$ cat config.mk
export PLATFORM = sky130hd
export DESIGN_NAME = pld_top
export DESIGN_NICKNAME = d
export VERILOG_FILES = /design/src/rtl/pld_pkg.sv /design/src/rtl/pld_top.sv /design/src/rtl/pld_sync3.sv /design/src/rtl/pld_stretch.sv
export SDC_FILE = /design/constraint.sdc
export NUM_CORES = 1
export LEC_CHECK = 0
export ABC_AREA = 1
export BUFFER_PORTS_ARGS = -buffer_cell sky130_fd_sc_hd__buf_4
export CAP_MARGIN = 20
export CORE_MARGIN = 4
export CORE_UTILIZATION = 50
export CTS_CLUSTER_DIAMETER = 100
export DETAILED_ROUTE_END_ITERATION = 10
export PLACE_DENSITY_LB_ADDON = 0.15
export SLEW_MARGIN = 10
export SYNTH_ARGS = -nofsm -noshare
export SYNTH_HDL_FRONTEND = slang
export SYNTH_HIERARCHICAL = 1
export SYNTH_SLANG_ARGS = --single-unit
$ cat constraint.sdc
create_clock -name clock -period 1.65 [get_ports clock]
set_input_delay 0.165 -clock clock [delete_from_list [all_inputs] [get_ports clock]]
set_output_delay 0.165 -clock clock [all_outputs]
set_load 0.01 [all_outputs]
$ cat src/rtl/pld_pkg.sv
// constants for the indicator, reset and power-down pin block
// assumes a single 50 MHz clock and a 32-bit avalon-mm register port
package pld_pkg;
  localparam int CLK_PERIOD_NS = 20;
  localparam int HW_RESET_MIN_NS = 1000;
  // least time rounds up
  localparam int HW_RESET_MIN_CYC = (HW_RESET_MIN_NS + CLK_PERIOD_NS - 1) / CLK_PERIOD_NS;
  localparam int TICK_US = 1000;
  localparam int TICK_CYC = (TICK_US * 1000) / CLK_PERIOD_NS;
  localparam int STRETCH_TICKS = 50;
  localparam int BLINK_TICKS = 50;
  localparam int CNT_W = 8;

  localparam logic [3:0] CTRL_OFS = 4'h0;
  localparam logic [3:0] STATUS_OFS = 4'h4;

  // ctrl fields
  localparam int CTRL_MODE_LSB = 0;
  localparam int CTRL_DUPLEX_BIT = 2;
  localparam int CTRL_IRQSEL_BIT = 3;
  localparam int CTRL_TEST_BIT = 4;
  localparam logic [4:0] CTRL_RST = 5'h01;

  // status fields
  localparam int ST_LINK_BIT = 0;
  localparam int ST_SPEED_BIT = 1;
  localparam int ST_DUPLEX_BIT = 2;
  localparam int ST_PDOWN_BIT = 3;
  localparam int ST_ACT_BIT = 4;
  localparam int ST_TEST_BIT = 5;
  localparam int ST_STRAP_LSB = 8;

  localparam int STRAP_W = 4;
  localparam int STRAP_LEDCFG_BIT = 0;

  typedef enum logic [1:0] {
    PLD_MODE_1A = 2'h0,
    PLD_MODE_1 = 2'h1,
    PLD_MODE_2 = 2'h2,
    PLD_MODE_3 = 2'h3
  } pld_mode_t;
endpackage : pld_pkg

$ cat src/rtl/pld_top.sv
// indicator drivers, hardware reset pin and power-down / interrupt pin
// assumes status inputs come from logic on the same clock; pins are asynchronous
//
// Contract
// - in mode 1 the link indicator is on exactly while the link is good.
// - in modes 2 and 3 the link indicator is on with link good and blinks on activity.
// - the speed indicator is on at 100 Mb/s and off at 10 Mb/s.
// - in mode 1 the activity indicator pulses on for transmit or receive activity.
// - in mode 3 the activity indicator can be set to show full duplex instead.
// - the test reset input is active low and clears asynchronously.
// - the reset pin held low for at least 1 us resets every register except the avalon port, pin synchronisers, low counter and internal_reset (nrst only).
// - a hardware reset also samples the straps again and reapplies them.
// - the dual pin is a power-down input after reset until software selects interrupt.
// - in power-down function a low level on the pin puts the device in power-down.
// - in interrupt function the pin is pulled low open-drain on an interrupt condition.
//
// Our own choices: the Avalon-MM slave port and the address map.
`timescale 1ns/1ps
module pld_top #(
  parameter int TICK_CYCLES = pld_pkg::TICK_CYC
) (
  input wire logic clock,
  input wire logic nrst,
  input wire logic [3:0] avs_address,
  input wire logic avs_read,
  input wire logic avs_write,
  input wire logic [31:0] avs_writedata,
  input wire logic [3:0] avs_byteenable,
  output logic [31:0] avs_readdata,
  output logic avs_waitrequest,
  input wire logic link_good,
  input wire logic speed_100,
  input wire logic full_duplex,
  input wire logic tx_active,
  input wire logic rx_active,
  input wire logic irq_cond,
  input wire logic [pld_pkg::STRAP_W-1:0] strap_pins,
  input wire logic hw_reset_n,
  input wire logic test_reset_n,
  input wire logic powerdown_or_irq_pin_i,
  output logic powerdown_or_irq_pin_o,
  output logic powerdown_or_irq_pin_oe,
  output logic link_indicator,
  output logic speed_indicator,
  output logic activity_indicator,
  output logic powerdown,
  output logic internal_reset
);
  import pld_pkg::*;

  localparam logic [CNT_W-1:0] RST_MIN = CNT_W'(HW_RESET_MIN_CYC);
  localparam logic [CNT_W-1:0] BLINK_LOAD = CNT_W'(BLINK_TICKS - 1);

  logic hw_pin_lvl;
  logic pd_pin_lvl;
  logic [CNT_W-1:0] low_cnt_q;
  logic hw_rst_q;
  logic hw_rst_dly_q;
  logic rst;
  logic strap_load_q;
  logic [STRAP_W-1:0] strap_q;
  logic [4:0] ctrl_q;
  logic test_mode_q;
  logic [31:0] tick_cnt_q;
  logic tick_q;
  logic act_held;
  logic [CNT_W-1:0] blink_cnt_q;
  logic blink_q;
  logic ack_q;
  logic [31:0] status_w;
  logic ctrl_wr;
  logic [31:0] quiet_cnt_q;
  pld_mode_t mode;

  assign rst = !nrst || hw_rst_q;
  assign mode = pld_mode_t'(ctrl_q[CTRL_MODE_LSB +: 2]);
  assign ctrl_wr = avs_write && ack_q && avs_address == CTRL_OFS && avs_byteenable[0];

  pld_sync3 #(.RST_VAL(1'b1)) u_hw_sync (
    .clock(clock),
    .nrst(nrst),
    .pin(hw_reset_n),
    .level(hw_pin_lvl)
  );

  pld_sync3 #(.RST_VAL(1'b1)) u_pd_sync (
    .clock(clock),
    .nrst(nrst),
    .pin(powerdown_or_irq_pin_i),
    .level(pd_pin_lvl)
  );

  // shorter glitches on the reset pin are ignored
  always_ff @(posedge clock) begin
    if (!nrst) begin
      low_cnt_q <= '0;
      hw_rst_q <= 1'b0;
    end else if (hw_pin_lvl) begin
      low_cnt_q <= '0;
      hw_rst_q <= 1'b0;
    end else if (low_cnt_q != RST_MIN) begin
      low_cnt_q <= low_cnt_q + CNT_W'(1);
    end else begin
      hw_rst_q <= 1'b1;
    end
  end

  // straps are taken on the second cycle out of any reset
  always_ff @(posedge clock) begin
    hw_rst_dly_q <= rst;
    strap_load_q <= hw_rst_dly_q && !rst;
  end

  always_ff @(posedge clock) begin
    if (rst) begin
      strap_q <= '0;
    end else if (strap_load_q) begin
      strap_q <= strap_pins;
    end
  end

  always_ff @(posedge clock) begin
    if (rst) begin
      ctrl_q <= CTRL_RST;
    end else if (strap_load_q) begin
      ctrl_q[CTRL_MODE_LSB +: 2] <= strap_pins[STRAP_LEDCFG_BIT] ? PLD_MODE_3 : PLD_MODE_1;
    end else if (ctrl_wr) begin
      ctrl_q <= avs_writedata[4:0];
    end
  end

  // test state clears without a clock edge
  // set only by a write, so a test reset stays in force until software sets it again
  always_ff @(posedge clock or negedge test_reset_n) begin
    if (!test_reset_n) begin
      test_mode_q <= 1'b0;
    end else if (rst) begin
      test_mode_q <= 1'b0;
    end else if (ctrl_wr) begin
      test_mode_q <= avs_writedata[CTRL_TEST_BIT];
    end
  end

  // slow tick for visible timing
  always_ff @(posedge clock) begin
    if (rst || tick_cnt_q == 32'(TICK_CYCLES - 1)) begin
      tick_cnt_q <= '0;
    end else begin
      tick_cnt_q <= tick_cnt_q + 32'h1;
    end
  end

  always_ff @(posedge clock) begin
    if (rst) begin
      tick_q <= 1'b0;
    end else begin
      tick_q <= (tick_cnt_q == 32'(TICK_CYCLES - 1));
    end
  end

  pld_stretch #(.TICKS(STRETCH_TICKS)) u_act (
    .clock(clock),
    .rst(rst),
    .tick(tick_q),
    .event_in(tx_active || rx_active),
    .held(act_held)
  );

  // blink phase runs only while activity is held
  // opens with the off phase, so one short frame still shows
  always_ff @(posedge clock) begin
    if (rst || !act_held) begin
      blink_cnt_q <= '0;
      blink_q <= 1'b1;
    end else if (tick_q) begin
      if (blink_cnt_q == BLINK_LOAD) begin
        blink_cnt_q <= '0;
        blink_q <= !blink_q;
      end else begin
        blink_cnt_q <= blink_cnt_q + CNT_W'(1);
      end
    end
  end

  always_ff @(posedge clock) begin
    if (rst) begin
      link_indicator <= 1'b0;
      speed_indicator <= 1'b0;
      activity_indicator <= 1'b0;
    end else begin
      speed_indicator <= speed_100;
      unique case (mode)
        PLD_MODE_2, PLD_MODE_3: begin
          link_indicator <= link_good && !(act_held && blink_q);
        end
        default: begin
          link_indicator <= link_good;
        end
      endcase
      if (mode == PLD_MODE_3 && ctrl_q[CTRL_DUPLEX_BIT]) begin
        activity_indicator <= full_duplex;
      end else begin
        activity_indicator <= act_held;
      end
    end
  end

  // dual pin; drive value is always low, only the enable moves
  always_ff @(posedge clock) begin
    if (rst) begin
      powerdown_or_irq_pin_o <= 1'b0;
      powerdown_or_irq_pin_oe <= 1'b0;
      powerdown <= 1'b0;
    end else begin
      powerdown_or_irq_pin_o <= 1'b0;
      powerdown_or_irq_pin_oe <= ctrl_q[CTRL_IRQSEL_BIT] && irq_cond;
      powerdown <= !ctrl_q[CTRL_IRQSEL_BIT] && !pd_pin_lvl;
    end
  end

  always_ff @(posedge clock) begin
    if (!nrst) begin
      internal_reset <= 1'b1;
    end else begin
      internal_reset <= hw_rst_q;
    end
  end

  // avalon slave: one wait cycle, then the answer
  always_comb begin
    status_w = '0;
    status_w[ST_LINK_BIT] = link_good;
    status_w[ST_SPEED_BIT] = speed_100;
    status_w[ST_DUPLEX_BIT] = full_duplex;
    status_w[ST_PDOWN_BIT] = powerdown;
    status_w[ST_ACT_BIT] = act_held;
    status_w[ST_TEST_BIT] = test_mode_q;
    status_w[ST_STRAP_LSB +: STRAP_W] = strap_q;
  end

  always_ff @(posedge clock) begin
    if (!nrst) begin
      ack_q <= 1'b0;
      avs_waitrequest <= 1'b1;
      avs_readdata <= '0;
    end else begin
      ack_q <= (avs_read || avs_write) && !ack_q;
      avs_waitrequest <= !((avs_read || avs_write) && !ack_q);
      if (avs_read && !ack_q) begin
        unique case (avs_address)
          CTRL_OFS: avs_readdata <= {27'h0, ctrl_q};
          STATUS_OFS: avs_readdata <= status_w;
          default: avs_readdata <= '0;
        endcase
      end
    end
  end

  // cycles since the last activity event, only for the hold check
  always_ff @(posedge clock) begin
    if (rst || tx_active || rx_active) begin
      quiet_cnt_q <= '0;
    end else if (quiet_cnt_q != '1) begin
      quiet_cnt_q <= quiet_cnt_q + 32'h1;
    end
  end

  // checks
  a_link_mode_one: assert property (@(posedge clock) disable iff (rst)
    (mode == PLD_MODE_1 && $stable(mode)) |=> link_indicator == $past(link_good))
    else $error("link indicator does not follow link in mode 1");

  a_link_off_down: assert property (@(posedge clock) disable iff (rst)
    (!link_good) |=> !link_indicator)
    else $error("link indicator on without link");

  a_speed_follow: assert property (@(posedge clock) disable iff (rst)
    ##1 speed_indicator == $past(speed_100))
    else $error("speed indicator wrong");

  a_act_pulse: assert property (@(posedge clock) disable iff (rst)
    ((tx_active || rx_active) && mode == PLD_MODE_1) ##1 (mode == PLD_MODE_1)
    |=> activity_indicator)
    else $error("activity pulse missing");

  a_duplex_show: assert property (@(posedge clock) disable iff (rst)
    (mode == PLD_MODE_3 && ctrl_q[CTRL_DUPLEX_BIT]) |=> activity_indicator == $past(full_duplex))
    else $error("duplex status not shown");

  a_hw_reset_min: assert property (@(posedge clock) disable iff (!nrst)
    $rose(hw_rst_q) |-> $past(!hw_pin_lvl, 50))
    else $error("hardware reset taken too early");

  a_strap_reload: assert property (@(posedge clock) disable iff (rst)
    strap_load_q |=> strap_q == $past(strap_pins))
    else $error("straps not sampled");

  a_pin_default: assert property (@(posedge clock) disable iff (!nrst)
    $fell(rst) |-> !powerdown_or_irq_pin_oe && !ctrl_q[CTRL_IRQSEL_BIT])
    else $error("dual pin not powerdown after reset");

  a_pdown_enter: assert property (@(posedge clock) disable iff (rst)
    (!ctrl_q[CTRL_IRQSEL_BIT] && !pd_pin_lvl) |=> powerdown)
    else $error("powerdown not entered");

  a_irq_drive: assert property (@(posedge clock) disable iff (rst)
    (ctrl_q[CTRL_IRQSEL_BIT] && irq_cond) |=> powerdown_or_irq_pin_oe && !powerdown_or_irq_pin_o)
    else $error("interrupt not driven low");

  a_irq_release: assert property (@(posedge clock) disable iff (rst)
    (!irq_cond) |=> !powerdown_or_irq_pin_oe)
    else $error("pin driven with no interrupt");

  a_act_hold: assert property (@(posedge clock) disable iff (rst)
    $fell(act_held) |-> quiet_cnt_q > 32'((STRETCH_TICKS - 1) * TICK_CYCLES))
    else $error("activity hold ended too soon");

  a_test_clear: assert property (@(posedge clock) disable iff (!nrst)
    !test_reset_n |-> !test_mode_q)
    else $error("test state not cleared by test reset");
endmodule : pld_top

$ cat src/rtl/pld_sync3.sv
// three-stage synchroniser for a pin level
// the output changes only once the second and third stages agree
`timescale 1ns/1ps
module pld_sync3 #(
  parameter logic RST_VAL = 1'b1
) (
  input wire logic clock,
  input wire logic nrst,
  input wire logic pin,
  output logic level
);
  logic s1_q;
  logic s2_q;
  logic s3_q;

  always_ff @(posedge clock) begin
    if (!nrst) begin
      s1_q <= RST_VAL;
      s2_q <= RST_VAL;
      s3_q <= RST_VAL;
    end else begin
      s1_q <= pin;
      s2_q <= s1_q;
      s3_q <= s2_q;
    end
  end

  always_ff @(posedge clock) begin
    if (!nrst) begin
      level <= RST_VAL;
    end else if (s2_q == s3_q) begin
      level <= s3_q;
    end
  end
endmodule : pld_sync3

$ cat src/rtl/pld_stretch.sv
// holds an output for a number of slow ticks after the last event
// assumes tick is a one-cycle enable pulse on the same clock
`timescale 1ns/1ps
module pld_stretch #(
  parameter int TICKS = 50
) (
  input wire logic clock,
  input wire logic rst,
  input wire logic tick,
  input wire logic event_in,
  output logic held
);
  import pld_pkg::*;
  localparam logic [CNT_W-1:0] LOAD = CNT_W'(TICKS);
  logic [CNT_W-1:0] cnt_q;

  always_ff @(posedge clock) begin
    if (rst) begin
      cnt_q <= '0;
    end else if (event_in) begin
      cnt_q <= LOAD;
    end else if (tick && cnt_q != '0) begin
      cnt_q <= cnt_q - CNT_W'(1);
    end
  end

  assign held = (cnt_q != '0);
endmodule : pld_stretch

==> results.md, run 1 <==
Status:
- The flow ran to the end, and the final reports show no timing, DRC or antenna violations.

Detailed routing:
- The via count is 4266.
- The average wire per standard cell is 10.8 µm.
- The first-iteration detailed-routing DRC count is 141.
- The final routed wirelength across all metal layers is between 9 and 10 mm.
- The number of design rule violations left after detail routing is 0.
- The number of iterations in the first detailed-routing pass is 4.
- The number of nets with antenna violations after routing is 0.
- The average vias per placed instance is 4.65.

Placed design:
- At the end of routability-driven placement, the weighted congestion stood at between 1 and 1.5.
- Port buffering added 43 buffers.
- Detailed placement ended at an HPWL of 7.73 mm.
- The number of placed instances, taps included, is 896.

Cells and area:
- 0 antenna diodes ended up in the layout.
- The number of nets in the finished design is 847.
- The post-route netlist has 15.2% of its cells at a drive strength greater than 1.
- The final standard cell utilization of the core is 59.4%.
- The layout has 899 filler cells.
- The final instance count without filler cells is 917.
- Compared with the post-synthesis result, the final layout area differs by 13.3%.

Timing:
- The final critical path takes up 87.7% of the cycle.
- The number of max-slew violations in the final report is 0.
- Setup repair after global routing left no endpoint under its margin.
- In the final timing run, aggregate negative setup slack is 0 ns.
- The hold violation total from the final report is 0.
- Derived from the worst setup path, the maximum achievable clock frequency is 691 MHz.
- On the final layout, the worst clock skew is 0.0179 ns.
- Setup violations remaining at the end of the flow were counted as 0.
- The minimum period implied by the final worst setup slack is approximately 1.4 ns.

Synthesis:
- The number of unique standard cell types used by synthesis is 36.
- A synthesized cell averages 6.83 µm².
- During synthesis, Yosys emitted a total of 6 warnings.
- The netlist area before placement is 4940 µm².
- The number of flip-flops and latches in the synthesized netlist is 97.
- The cell count after synthesis is 723.
- Sequential elements use 39.4% of the synthesized area.

Clocking:
- Clock-pin slew was measured on the worst setup and hold paths at 0.10 ns.
- No sink is reached through more buffers than the 2 on the longest clock path.
- The CTS buffer count is 9.
- The clock latency on the worst-skew pair is approximately 0.37 ns.
- Clock tree synthesis found a total of 97 sinks.
- The level count of the clock H-tree is 3.
- The clock root buffer is sky130_fd_sc_hd__clkbuf_8.
- The clock tree from TritonCTS is done.

Floorplanning:
- The initial standard-cell utilization of the core is between 50% and 60%.
- The number of placed I/O pins is 97.
- The die covers 11500 µm².
- The floorplan step set the die height to approximately 110 µm.
- Measured along the x axis, the die boundary spans 107 µm.
- In this run the core area contains 35 standard-cell rows.
- The region available for standard cell placement spans 9420 µm².

Critical path:
- The critical path is of the flip-flop to flip-flop type.
- STA classifies the critical path startpoint as a flip-flop.
- In this run the worst path has a maximum fanout of 20.
- The arrival time at the worst endpoint is 1.71 ns.
- The required time at the endpoint of the critical path is 1.91 ns.
- The worst setup path is captured at a flip-flop.

GRT:
- The initial antenna violation count is 0.
- The overall overflow remaining after global route is 0.
- The via count of the first global-routing pass is 4070.
- The pin count of the biggest net entering global routing is 21.
- The wire length of the first global-routing pass is 17.4 mm.
- The combined global-route utilization of all metal layers is 18.3%.

Power:
- Overall power consumption after layout is estimated at 4270 µW.
- The ratio of total power to cell area is 765 nW/µm².
- The worst vdd rail ir drop is ~0.45 mV.
- For this design the static power due to leakage is 0.00247 µW.

Worst hold path:
- The tightest min-delay check is of the input pin to flip-flop type.

Job:
- Max-cap violations in this run came to 0.
-- layout make-up --
cell class                      instances  area, µm²  area share, %
Clock buffer                           10        138           2.46
Clock inverter                          6       58.8           1.05
Inverter                              108        408           7.30
Multi-Input combinational cell        511       2450           43.8
Sequential cell                        97       1950           34.8
Tap cell                              129        161           2.89
Timing Repair Buffer                   56        428           7.65
-- path summary, 6_finish.rpt --
kind                            slack, ns        endpoint              from  depth (start not counted)
worst max-delay path                 0.20  tick_cnt_q[15]     tick_cnt_q[1]                          8
min in group asynchronous            0.08     test_mode_q      test_reset_n                          2
worst min register to register       0.41  u_pd_sync/s2_q    u_pd_sync/s1_q                          2
worst min-delay path                 0.03       ctrl_q[2]  avs_writedata[2]                          3
worst max register to register       0.20  tick_cnt_q[15]     tick_cnt_q[1]                          8
max in group asynchronous            1.49     test_mode_q      test_reset_n                          2
-- layer usage --
layer  wire [µm]  track usage, %  vias up
li1            -               -     2267
met1        4440            22.1     1903
met2        4790            32.5       79
met3         522            4.44       17
met4         153            5.05        0
met5           0               0        -
-- layout by cell type (no fill, tap or decap), drive strengths merged, types with 10 or more instances in the layout --
cell    synthesis  final
a21oi          21     21
buf            28     53
clkbuf          1     10
conb            1     23
dfxtp          96     96
inv           108    111
nand2         197    197
nand3          39     39
nor2          152    152
o21ai          26     26
xnor2          11     11
xor2           12     12
-- kinds of logic after synthesis --
| group | Yosys count | synth area share (%) |
|---|---|---|
| buf+inv | 137 | 12.7 |
| xor+xnor | 23 | 4.08 |
| fa+ha+maj | 7 | 1.77 |
| simple gates | 406 | 36.3 |
| flops | 97 | 39.4 |
| other cells | 1 | 0.0760 |
| compound gates | 52 | 5.55 |
-- Yosys cell counts --
master                       n  area share (%)
sky130_fd_sc_hd__a21oi_1    21             2.1
sky130_fd_sc_hd__a311oi_1    1            0.18
sky130_fd_sc_hd__buf_2       2            0.20
sky130_fd_sc_hd__buf_4      23             3.5
sky130_fd_sc_hd__buf_6       3            0.68
sky130_fd_sc_hd__clkbuf_1    1           0.076
sky130_fd_sc_hd__conb_1      1           0.076
sky130_fd_sc_hd__dfrtp_1     1            0.51
sky130_fd_sc_hd__dfxtp_1    96              39
sky130_fd_sc_hd__ha_1        7             1.8
sky130_fd_sc_hd__inv_1      99             7.5
sky130_fd_sc_hd__inv_2       8            0.61
sky130_fd_sc_hd__inv_4       1            0.13
sky130_fd_sc_hd__nand2_1   185              14
sky130_fd_sc_hd__nand2_2     8             1.0
sky130_fd_sc_hd__nand2_4     3            0.68
sky130_fd_sc_hd__nand2_8     1            0.41
sky130_fd_sc_hd__nand3_1    37             3.8
sky130_fd_sc_hd__nand3_2     2            0.41
sky130_fd_sc_hd__nand3b_1    2            0.30
sky130_fd_sc_hd__nand4_1     2            0.25
sky130_fd_sc_hd__nor2_1    131              10
sky130_fd_sc_hd__nor2_2     14             1.8
sky130_fd_sc_hd__nor2_4      6             1.4
sky130_fd_sc_hd__nor2_8      1            0.41
sky130_fd_sc_hd__nor3_1      6            0.61
sky130_fd_sc_hd__nor3_2      1            0.20
sky130_fd_sc_hd__nor3_4      1            0.33
sky130_fd_sc_hd__nor3b_1     2            0.30
sky130_fd_sc_hd__o211ai_1    2            0.30
sky130_fd_sc_hd__o21ai_0    23             2.3
sky130_fd_sc_hd__o21ai_1     3            0.30
sky130_fd_sc_hd__o21bai_1    2            0.30
sky130_fd_sc_hd__or2_2       4            0.51
sky130_fd_sc_hd__xnor2_1    11             2.0
sky130_fd_sc_hd__xor2_1     12             2.1
-- flip-flops by register name (all words and copies together), names as in the netlist, 4 cells and up --
| name | count |
|---|---|
| avs_readdata | 10 |
| strap_q | 4 |
| low_cnt_q | 8 |
| blink_cnt_q | 8 |
| ctrl_q | 5 |
| tick_cnt_q | 32 |
| u_act/cnt_q | 8 |
-- critical path, cell delays in order, from the launching register on --
cell and delay, ns:
sky130_fd_sc_hd__dfxtp_2 0.36, sky130_fd_sc_hd__ha_1 0.18, sky130_fd_sc_hd__nand3_2 0.11, sky130_fd_sc_hd__nor2_1 0.12, sky130_fd_sc_hd__nand2_1 0.10, sky130_fd_sc_hd__nor2_4 0.12, sky130_fd_sc_hd__inv_2 0.06, sky130_fd_sc_hd__nand2_4 0.20
sky130_fd_sc_hd__nor2_1 0.07
-- power breakdown --
part	leakage, µW	switching, µW	internal, µW
clock network	0.0000966	878	620
registers	0.000795	34.6	2390
logic	0.00157	202	146
-- through the flow --
stage          hold slack [ns]  worst slack, ns  area [µm²]
5_1_grt                 0.0117           0.0208        5590
4_1_cts                 0.0146            0.120        5570
6_report                0.0284            0.203        5590
2_1_floorplan           -0.131            0.246        5020
3_3_place_gp           -0.0558            0.184        5340
3_5_place_dp           -0.0582            0.140        5340
-- timing repair --
action | 4_1_cts | 5_1_grt
setup buffers | 0 | 2
hold endpoints to repair | 3 | 0
gates resized for setup | 0 | 2
endpoints found under the setup margin | 0 | 32
hold buffers | 3 | 0
No activity file was read; power rests on OpenSTA's default activity.
==> run 2, diff against run 1 <==
--- a/config.mk
+++ b/config.mk
@@ -12,6 +12,7 @@
 export CORE_UTILIZATION = 50
 export CTS_CLUSTER_DIAMETER = 100
 export DETAILED_ROUTE_END_ITERATION = 10
+export HOLD_SLACK_MARGIN = 0.05
 export PLACE_DENSITY_LB_ADDON = 0.15
 export SLEW_MARGIN = 10
 export SYNTH_ARGS = -nofsm -noshare
==> constraint.sdc (replaced) <==
create_clock -name clock -period 1.4 [get_ports clock]
set_input_delay 0.14 -clock clock [delete_from_list [all_inputs] [get_ports clock]]
set_output_delay 0.14 -clock clock [all_outputs]
set_load 0.01 [all_outputs]
==> run 2 against run 1 <==
Against the previous run: sequential power up 18%; sequential share of layout area decreased by 1.7 points; via count is 3.3% higher; fmax is 8.9% higher; setup slack lost 0.13 ns; final cell count up 2.6%; hold slack better by 0.092 ns; global-route usage increased by 0.52 points; routed wire length rose by 6.8%; clock-buffer cell count decreased by 1; critical endpoint is now tick_cnt_q[24]; largest cell class unchanged; highest routed layer unchanged.
==> results.md, run 2 (synthesis results as in run 1) <==
Timing:
- The post-route clock skew is 0.0125 ns (was 0.0179 ns).
- The final-layout setup total negative slack came to 0 ns (unchanged).
- The minimum period implied by the final worst setup slack is 1.33 ns (was 1.45 ns).
- The final-report setup violation count was 0 (unchanged).
- Setup repair after global routing missed its margin: true (was false).
- The timing-limited maximum frequency came to 753 MHz (was 691 MHz).
- The number of max-slew violations in the final report came to 0 (unchanged).
- The hold violation total from the final report is 0 (unchanged).
- The final clock period utilization by the worst path came to 94.9% (was 87.7%).

Detailed routing:
- The via count is 4408 (was 4266).
- The number of iterations in the first detailed-routing pass came to 5 (was 4).
- The average vias per placed instance was 4.68 (was 4.65).
- The first-iteration detailed-routing DRC count is 118 (was 141).
- The average wire per standard cell came to 11.2 µm (was 10.8 µm).
- The final routed wirelength across all metal layers is 10.6 mm (was 9.90 mm).
- The number of design rule violations left after detail routing came to 0 (unchanged).
- The number of nets with antenna violations after routing is 0 (unchanged).

Cells and area:
- The final instance count without filler cells was 941 (was 917).
- Biggest regs: tick_cnt_q x32, avs_readdata x10 (unchanged).
- The flip-flop count of the largest register, all copies and words added is 32 (unchanged).
- The share of cells above drive strength 1 was 23.2% (was 15.2%).
- The number of nets in the finished design is 871 (was 847).
- The antenna diode instance count is 0 (unchanged).
- Leading cell types in the layout, fill and taps excluded: 177 x sky130_fd_sc_hd__nand2_1, 112 x sky130_fd_sc_hd__nor2_1, 96 x sky130_fd_sc_hd__inv_1 (was 185 x sky130_fd_sc_hd__nand2_1, 131 x sky130_fd_sc_hd__nor2_1, 99 x sky130_fd_sc_hd__inv_1).
- The area added between synthesis and finish is 21.0% (was 13.3%).
- The register name with the most flops is tick_cnt_q (unchanged).
- The most common cell after layout, fill and taps aside is sky130_fd_sc_hd__nand2_1 (unchanged).
- The design area is 5970 µm² (was 5590 µm²).

Clocking:
- The level count of the clock H-tree is 3 (unchanged).
- The CTS buffer count is 9 (unchanged).
- The clock root buffer is sky130_fd_sc_hd__clkbuf_8 (unchanged).
- The number of buffers on the longest clock path is 2 (unchanged).
- The clock slew at the register clock pins of the worst setup and hold paths came to 0.10 ns (about the same).
- The clock latency on the worst-skew pair was 0.37 ns (about the same).
- The clock tree from TritonCTS is done (unchanged).
- The sink count of the clock tree is 97 (unchanged).

Floorplanning:
- The initial standard-cell utilization of the core came to 52.4% (unchanged).
- The chip height is 107 µm (unchanged).
- The total number of placement rows is 35 (unchanged).
- The overall die area was 11500 µm² (unchanged).
- The placeable core region came to 9420 µm² (unchanged).
- The number of placed I/O pins is 97 (unchanged).
- The x dimension of the die came to 107 µm (unchanged).

Job:
- The count of maximum capacitance violations is 0 (unchanged).

Power:
- The part of the power in combinational logic is 9.4% (was 8.2%).
- The worst vdd rail ir drop is 0.556 mV (was 0.450 mV).
- The fraction of power spent switching nets came to 26.8% (was 26.1%).
- The reported net switching power was 1360 µW (was 1110 µW).
- The internal power is 3720 µW (was 3160 µW).
- The ratio of total power to cell area is 852 nW/µm² (was 765 nW/µm²).
- The leakage component of the power is 0.00259 µW (was 0.00247 µW).
- The share of power burned in the clock network is 34.3% (was 35.0%).
- The relative contribution of sequential cells to total power was 56.3% (was 56.8%).

Critical path:
- The slowest stage cell on the critical path is sky130_fd_sc_hd__dfxtp_2 (unchanged).
- The arrival time at the worst endpoint came to 1.60 ns (was 1.71 ns).
- Chain of cells forming the critical path: nand2_2 > inv_1 > nand2_1 > nor2_2 > nand2_2 > nor2_4 > nor2_2 > buf_12 > nand2_1 > inv_1 (was ha_1 > nand3_2 > nor2_1 > nand2_1 > nor2_4 > inv_2 > nand2_4 > nor2_1).
- The kind of start point of the critical path was a flip-flop (unchanged).
- The largest stage delay on the critical path is 0.37 ns (was 0.36 ns).
- The number of buffer and inverter instances along the worst setup path is 3 (was 1).
- The type of the setup path with the least slack is flip-flop to flip-flop (unchanged).
- The required time at the endpoint of the critical path is 1.67 ns (was 1.91 ns).
- The largest fanout of any net on the critical path is 12 (was 20).
- The endpoint class of the critical path is a flip-flop (unchanged).
- The category of cells accounting for the largest share of critical-path delay is simple AND/OR/NAND/NOR gates (unchanged).

GRT:
- The wire length of the first global-routing pass came to 17.7 mm (was 17.4 mm).
- The via count of the first global-routing pass is 4129 (was 4070).
- The overall overflow remaining after global route is 0 (unchanged).
- The combined global-route utilization of all metal layers is 18.8% (was 18.3%).
- The pin count of the biggest net entering global routing is 21 (unchanged).
- The initial antenna violation count is 0 (unchanged).

Placed design:
- The post-DP HPWL is 7.83 mm (was 7.73 mm).
- The number of placed instances with taps included is 907 (was 896).
- The cell area after placement is 5440 µm² (was 5340 µm²).
- The number of buffers added on ports is 43 (unchanged).
- The global placer's final weighted congestion is 0.911 (was 1.00).

Status:
- Run status: complete, no violations (unchanged).

Worst hold path:
- The worst hold path class is input pin to flip-flop (unchanged).
-- run 2: metal layers --
| metal | GRT usage [%] | up-vias | wire length [µm] |
|---|---|---|---|
| met5 | 0 | - | 0 |
| met4 | 5.50 | 0 | 185 |
| met3 | 6.06 | 16 | 542 |
| met2 | 33.2 | 94 | 5220 |
| met1 | 21.8 | 1980 | 4630 |
| li1 | - | 2318 | - |
-- run 2: worst register-to-register path: cells and delay by family (launching register included) --
kind | cells | cell delay, ns
flops | 1 | 0.37
simple gates | 7 | 0.61
buf+inv | 3 | 0.27
-- run 2: cell type report --
| class | instances | area [µm²] |
|---|---|---|
| multi-input combinational | 511 | 2580 |
| clock buffer | 9 | 124 |
| timing repair buffer | 80 | 656 |
| inverter | 108 | 408 |
| sequential | 97 | 1980 |
| clock inverter | 7 | 60.1 |
| fill | 866 | 3440 |
| tap | 129 | 161 |
-- run 2: final timing paths --
kind	slack (ns)	depth (start not counted)	from	endpoint
setup / recovery	0.07	10	tick_cnt_q[8]	tick_cnt_q[24]
hold reg to reg	0.41	2	u_pd_sync/s1_q	u_pd_sync/s2_q
max in group asynchronous	0.69	3	test_reset_n	test_mode_q
setup reg to reg	0.07	10	tick_cnt_q[8]	tick_cnt_q[24]
min in group asynchronous	0.61	3	test_reset_n	test_mode_q
hold / removal	0.12	5	avs_writedata[1]	ctrl_q[1]
-- run 2: what timing repair did --
item,in CTS,in global routing
gates cloned,0,0
endpoints found under the hold margin,15,0
hold buffers,17,0
pin swaps,2,11
gates resized for setup,4,64
endpoints found under the setup margin,21,43
buffers inserted,0,1
-- run 2: power groups by stage --
stage | Clock [µW] | Sequential (µW) | Combinational [µW]
floorplan | 0 | 2930 | 279
global placement | 0 | 2920 | 416
detailed placement | 0 | 2920 | 425
CTS | 1810 | 2860 | 469
global route | 1920 | 2870 | 533
finish | 1740 | 2870 | 476
-- run 2: stage by stage --
stage                     hold WS, ns  power [µW]  utilization [%]  setup WS, ns
after floorplan                -0.156        3210                -        0.0181
after global placement        -0.0805        3340             57.8        0.0305
after detailed placement      -0.0813        3350             57.8       -0.0199
after CTS                      0.0870        5140             61.8       0.00766
after global routing            0.127        5320             63.4       -0.0241
final                           0.121        5090             63.4        0.0714
==> run 3, diff against run 2 <==
--- a/config.mk
+++ b/config.mk
@@ -8,8 +8,10 @@
 export ABC_AREA = 1
 export BUFFER_PORTS_ARGS = -buffer_cell sky130_fd_sc_hd__buf_4
 export CAP_MARGIN = 20
+export CELL_PAD_IN_SITES_DETAIL_PLACEMENT = 0
+export CELL_PAD_IN_SITES_GLOBAL_PLACEMENT = 1
 export CORE_MARGIN = 4
-export CORE_UTILIZATION = 50
+export CORE_UTILIZATION = 39
 export CTS_CLUSTER_DIAMETER = 100
 export DETAILED_ROUTE_END_ITERATION = 10
 export HOLD_SLACK_MARGIN = 0.05
==> run 3 against run 2 <==
Against the previous run: the flow now finishes with violations (setup timing); critical endpoint is now tick_cnt_q[1]; sequential cell count stayed put; first-iteration DRC count is 38% higher; fmax is 7.0% lower; sequential power hardly changed; critical path depth is 1 lower; largest cell class unchanged; final area is 5.8% higher; sequential share of layout area is 1.6 points lower; hold slack worse by 0.054 ns; non-clock buffer count is 9 higher; via count is 0.34% lower; critical path type unchanged; clock skew hardly changed; core utilization is 12 points lower.
==> results.md, run 3 (synthesis results as in run 1) <==
Clocking:
- The clock root buffer is sky130_fd_sc_hd__clkbuf_16 (was sky130_fd_sc_hd__clkbuf_8).
- The clock slew at the register clock pins of the worst setup and hold paths came to 0.07 ns (was 0.10 ns).
- The number of buffers on the longest clock path is 2 (unchanged).
- The clock latency on the worst-skew pair is 0.36 ns (was 0.37 ns).
- The CTS buffer count was 9 (unchanged).
- The sink count of the clock tree is 97 (unchanged).
- The level count of the clock H-tree is 3 (unchanged).
- The clock tree from TritonCTS is done (unchanged).

Detailed routing:
- The via count is 4393 (was 4408).
- The average wire per standard cell is 11.7 µm (was 11.2 µm).
- The final routed wirelength across all metal layers was 11.6 mm (was 10.6 mm).
- The first-iteration detailed-routing DRC count is 163 (was 118).
- The average vias per placed instance was 4.42 (was 4.68).
- The number of design rule violations left after detail routing is 0 (unchanged).
- The number of nets with antenna violations after routing came to 0 (unchanged).
- The number of iterations in the first detailed-routing pass is 4 (was 5).

Cells and area:
- The flip-flop count of the largest register, all copies and words added is 32 (unchanged).
- The register name with the most flops is tick_cnt_q (unchanged).
- The number of nets in the finished design is 885 (was 871).
- The antenna diode instance count is 0 (unchanged).
- The most common cell after layout, fill and taps aside was sky130_fd_sc_hd__nand2_1 (unchanged).
- Biggest regs: tick_cnt_q x32, avs_readdata x10 (unchanged).
- Leading cell types in the layout, fill and taps excluded: 175 x sky130_fd_sc_hd__nand2_1, 102 x sky130_fd_sc_hd__nor2_1, 94 x sky130_fd_sc_hd__inv_1 (was 177 x sky130_fd_sc_hd__nand2_1, 112 x sky130_fd_sc_hd__nor2_1, 96 x sky130_fd_sc_hd__inv_1).
- The final standard cell utilization of the core is 51.7% (was 63.4%).
- The area added between synthesis and finish was 28.0% (was 21.0%).
- The final instance count without filler cells came to 994 (was 941).
- The share of cells above drive strength 1 is 26.8% (was 23.2%).

Power:
- The worst vdd rail ir drop is 0.529 mV (was 0.556 mV).
- The relative contribution of sequential cells to total power was 48.2% (was 56.3%).
- The share of power burned in the clock network is 43.7% (was 34.3%).
- The fraction of power spent switching nets is 25.0% (was 26.8%).
- The reported net switching power was 1490 µW (was 1360 µW).
- The leakage component of the power is 0.00273 µW (was 0.00259 µW).
- The ratio of total power to cell area was 939 nW/µm² (was 852 nW/µm²).
- The internal power came to 4440 µW (was 3720 µW).
- The part of the power in combinational logic came to 8.1% (was 9.4%).

Critical path:
- The largest fanout of any net on the critical path is 10 (was 12).
- The type of the setup path with the least slack is flip-flop to flip-flop (unchanged).
- The endpoint class of the critical path is a flip-flop (unchanged).
- The kind of start point of the critical path is a flip-flop (unchanged).
- The arrival time at the worst endpoint is 1.67 ns (was 1.60 ns).
- The required time at the endpoint of the critical path came to 1.64 ns (was 1.67 ns).

Placed design:
- The global placer's final weighted congestion is 0.791 (was 0.911).
- The post-DP HPWL is 8.35 mm (was 7.83 mm).
- The number of buffers added on ports came to 43 (unchanged).
- The number of placed instances with taps included came to 955 (was 907).

Timing:
- The timing-limited maximum frequency is 700 MHz (was 753 MHz).
- The number of max-slew violations in the final report is 0 (unchanged).
- The minimum period implied by the final worst setup slack came to 1.43 ns (was 1.33 ns).
- The hold violation total from the final report is 0 (unchanged).
- The worst setup slack after layout is -0.0288 ns (was 0.0714 ns).
- Setup repair after global routing missed its margin: true (unchanged).
- The post-route clock skew is 0.0121 ns (was 0.0125 ns).
- The final-report setup violation count is 10 (was 0).
- The final clock period utilization by the worst path is 102% (was 94.9%).

GRT:
- The pin count of the biggest net entering global routing came to 21 (unchanged).
- The overall overflow remaining after global route came to 0 (unchanged).
- The wire length of the first global-routing pass is 18.1 mm (was 17.7 mm).
- The via count of the first global-routing pass is 4034 (was 4129).
- The initial antenna violation count was 0 (unchanged).
- The combined global-route utilization of all metal layers was 15.4% (was 18.8%).

Worst hold path:
- The worst hold path class is input pin to flip-flop (unchanged).

Floorplanning:
- The overall die area was 14500 µm² (was 11500 µm²).
- The total number of placement rows is 40 (was 35).
- The initial standard-cell utilization of the core is 40.4% (was 52.4%).
- The number of placed I/O pins is 97 (unchanged).
- The chip height came to 121 µm (was 107 µm).
- The placeable core region is 12200 µm² (was 9420 µm²).
- The x dimension of the die came to 121 µm (was 107 µm).

Job:
- The count of maximum capacitance violations is 0 (unchanged).

Status:
- The checks that failed: setup timing.
- Run status: finished with violations (was complete, no violations).
## run 3: stage by stage
| stage | total power (µW) | setup WS [ns] | TNS, ns | area (µm²) | hold WS [ns] |
|---|---|---|---|---|---|
| after floorplan | 3210 | 0.0181 | 0 | 5020 | -0.156 |
| after global placement | 3350 | -0.0182 | -0.301 | 5560 | -0.0808 |
| after detailed placement | 3360 | -0.0449 | -0.721 | 5560 | -0.0822 |
| after CTS | 5990 | 0.00723 | 0 | 5990 | 0.0544 |
| after global routing | 6160 | -0.110 | -2.23 | 6320 | 0.0753 |
| final | 5930 | -0.0288 | -0.172 | 6320 | 0.0672 |
## run 3: repair_timing
action                                  4_1_cts  5_1_grt
setup buffers                                 0        9
hold buffers                                 11        0
pin swaps                                     0       13
gates resized for setup                       2       96
gates cloned                                  0        5
endpoints found under the setup margin       21       48
hold endpoints to repair                     11        0
## run 3: critical path, stage by stage, from the launching register on
cell and delay [ns]:
sky130_fd_sc_hd__dfxtp_2 0.34, sky130_fd_sc_hd__buf_6 0.13, sky130_fd_sc_hd__nor2_4 0.10, sky130_fd_sc_hd__nand2_2 0.06, sky130_fd_sc_hd__nor2_4 0.08, sky130_fd_sc_hd__nand2_2 0.07
sky130_fd_sc_hd__nor2_4 0.17, sky130_fd_sc_hd__clkinv_4 0.16, sky130_fd_sc_hd__nand2_8 0.15, sky130_fd_sc_hd__nor2_1 0.05
## run 3: final cells by class
class / count / area, µm²
clock buffers: 9 / 225
clock inverters: 7 / 85.1
fillers: 1273 / 5890
inverters: 108 / 415
multi-input cells: 516 / 2680
flip-flops and latches: 97 / 1990
well taps: 168 / 210
repair buffers: 89 / 707
## run 3: worst paths after layout
check / startpoint / to / slack, ns / cells past startpoint
setup / recovery: tick_cnt_q[7] / tick_cnt_q[1] / -0.03 / 9
hold / removal: strap_pins[0] / strap_q[0] / 0.07 / 3
hold reg to reg: hw_rst_dly_q / strap_load_q / 0.41 / 2
min in group asynchronous: test_reset_n / test_mode_q / 0.08 / 2
setup reg to reg: tick_cnt_q[7] / tick_cnt_q[1] / -0.03 / 9
max in group asynchronous: test_reset_n / test_mode_q / 1.24 / 2
## run 3: power by group through the flow
stage | combinational [µW] | clock (µW) | sequential (µW)
after detailed placement | 428 | 0 | 2930
final | 481 | 2590 | 2860
after CTS | 456 | 2670 | 2860
after floorplan | 279 | 0 | 2930
after global routing | 540 | 2760 | 2860
after global placement | 423 | 0 | 2930
## run 3: layer usage
layer	track usage [%]	share of wire, %	wire (µm)	up-vias
li1	-	-	-	2355
met1	19.2	47	5480	1951
met2	25.3	47	5430	67
met3	3.27	3.7	428	20
met4	7.44	2.4	274	0
met5	0	0	0	-
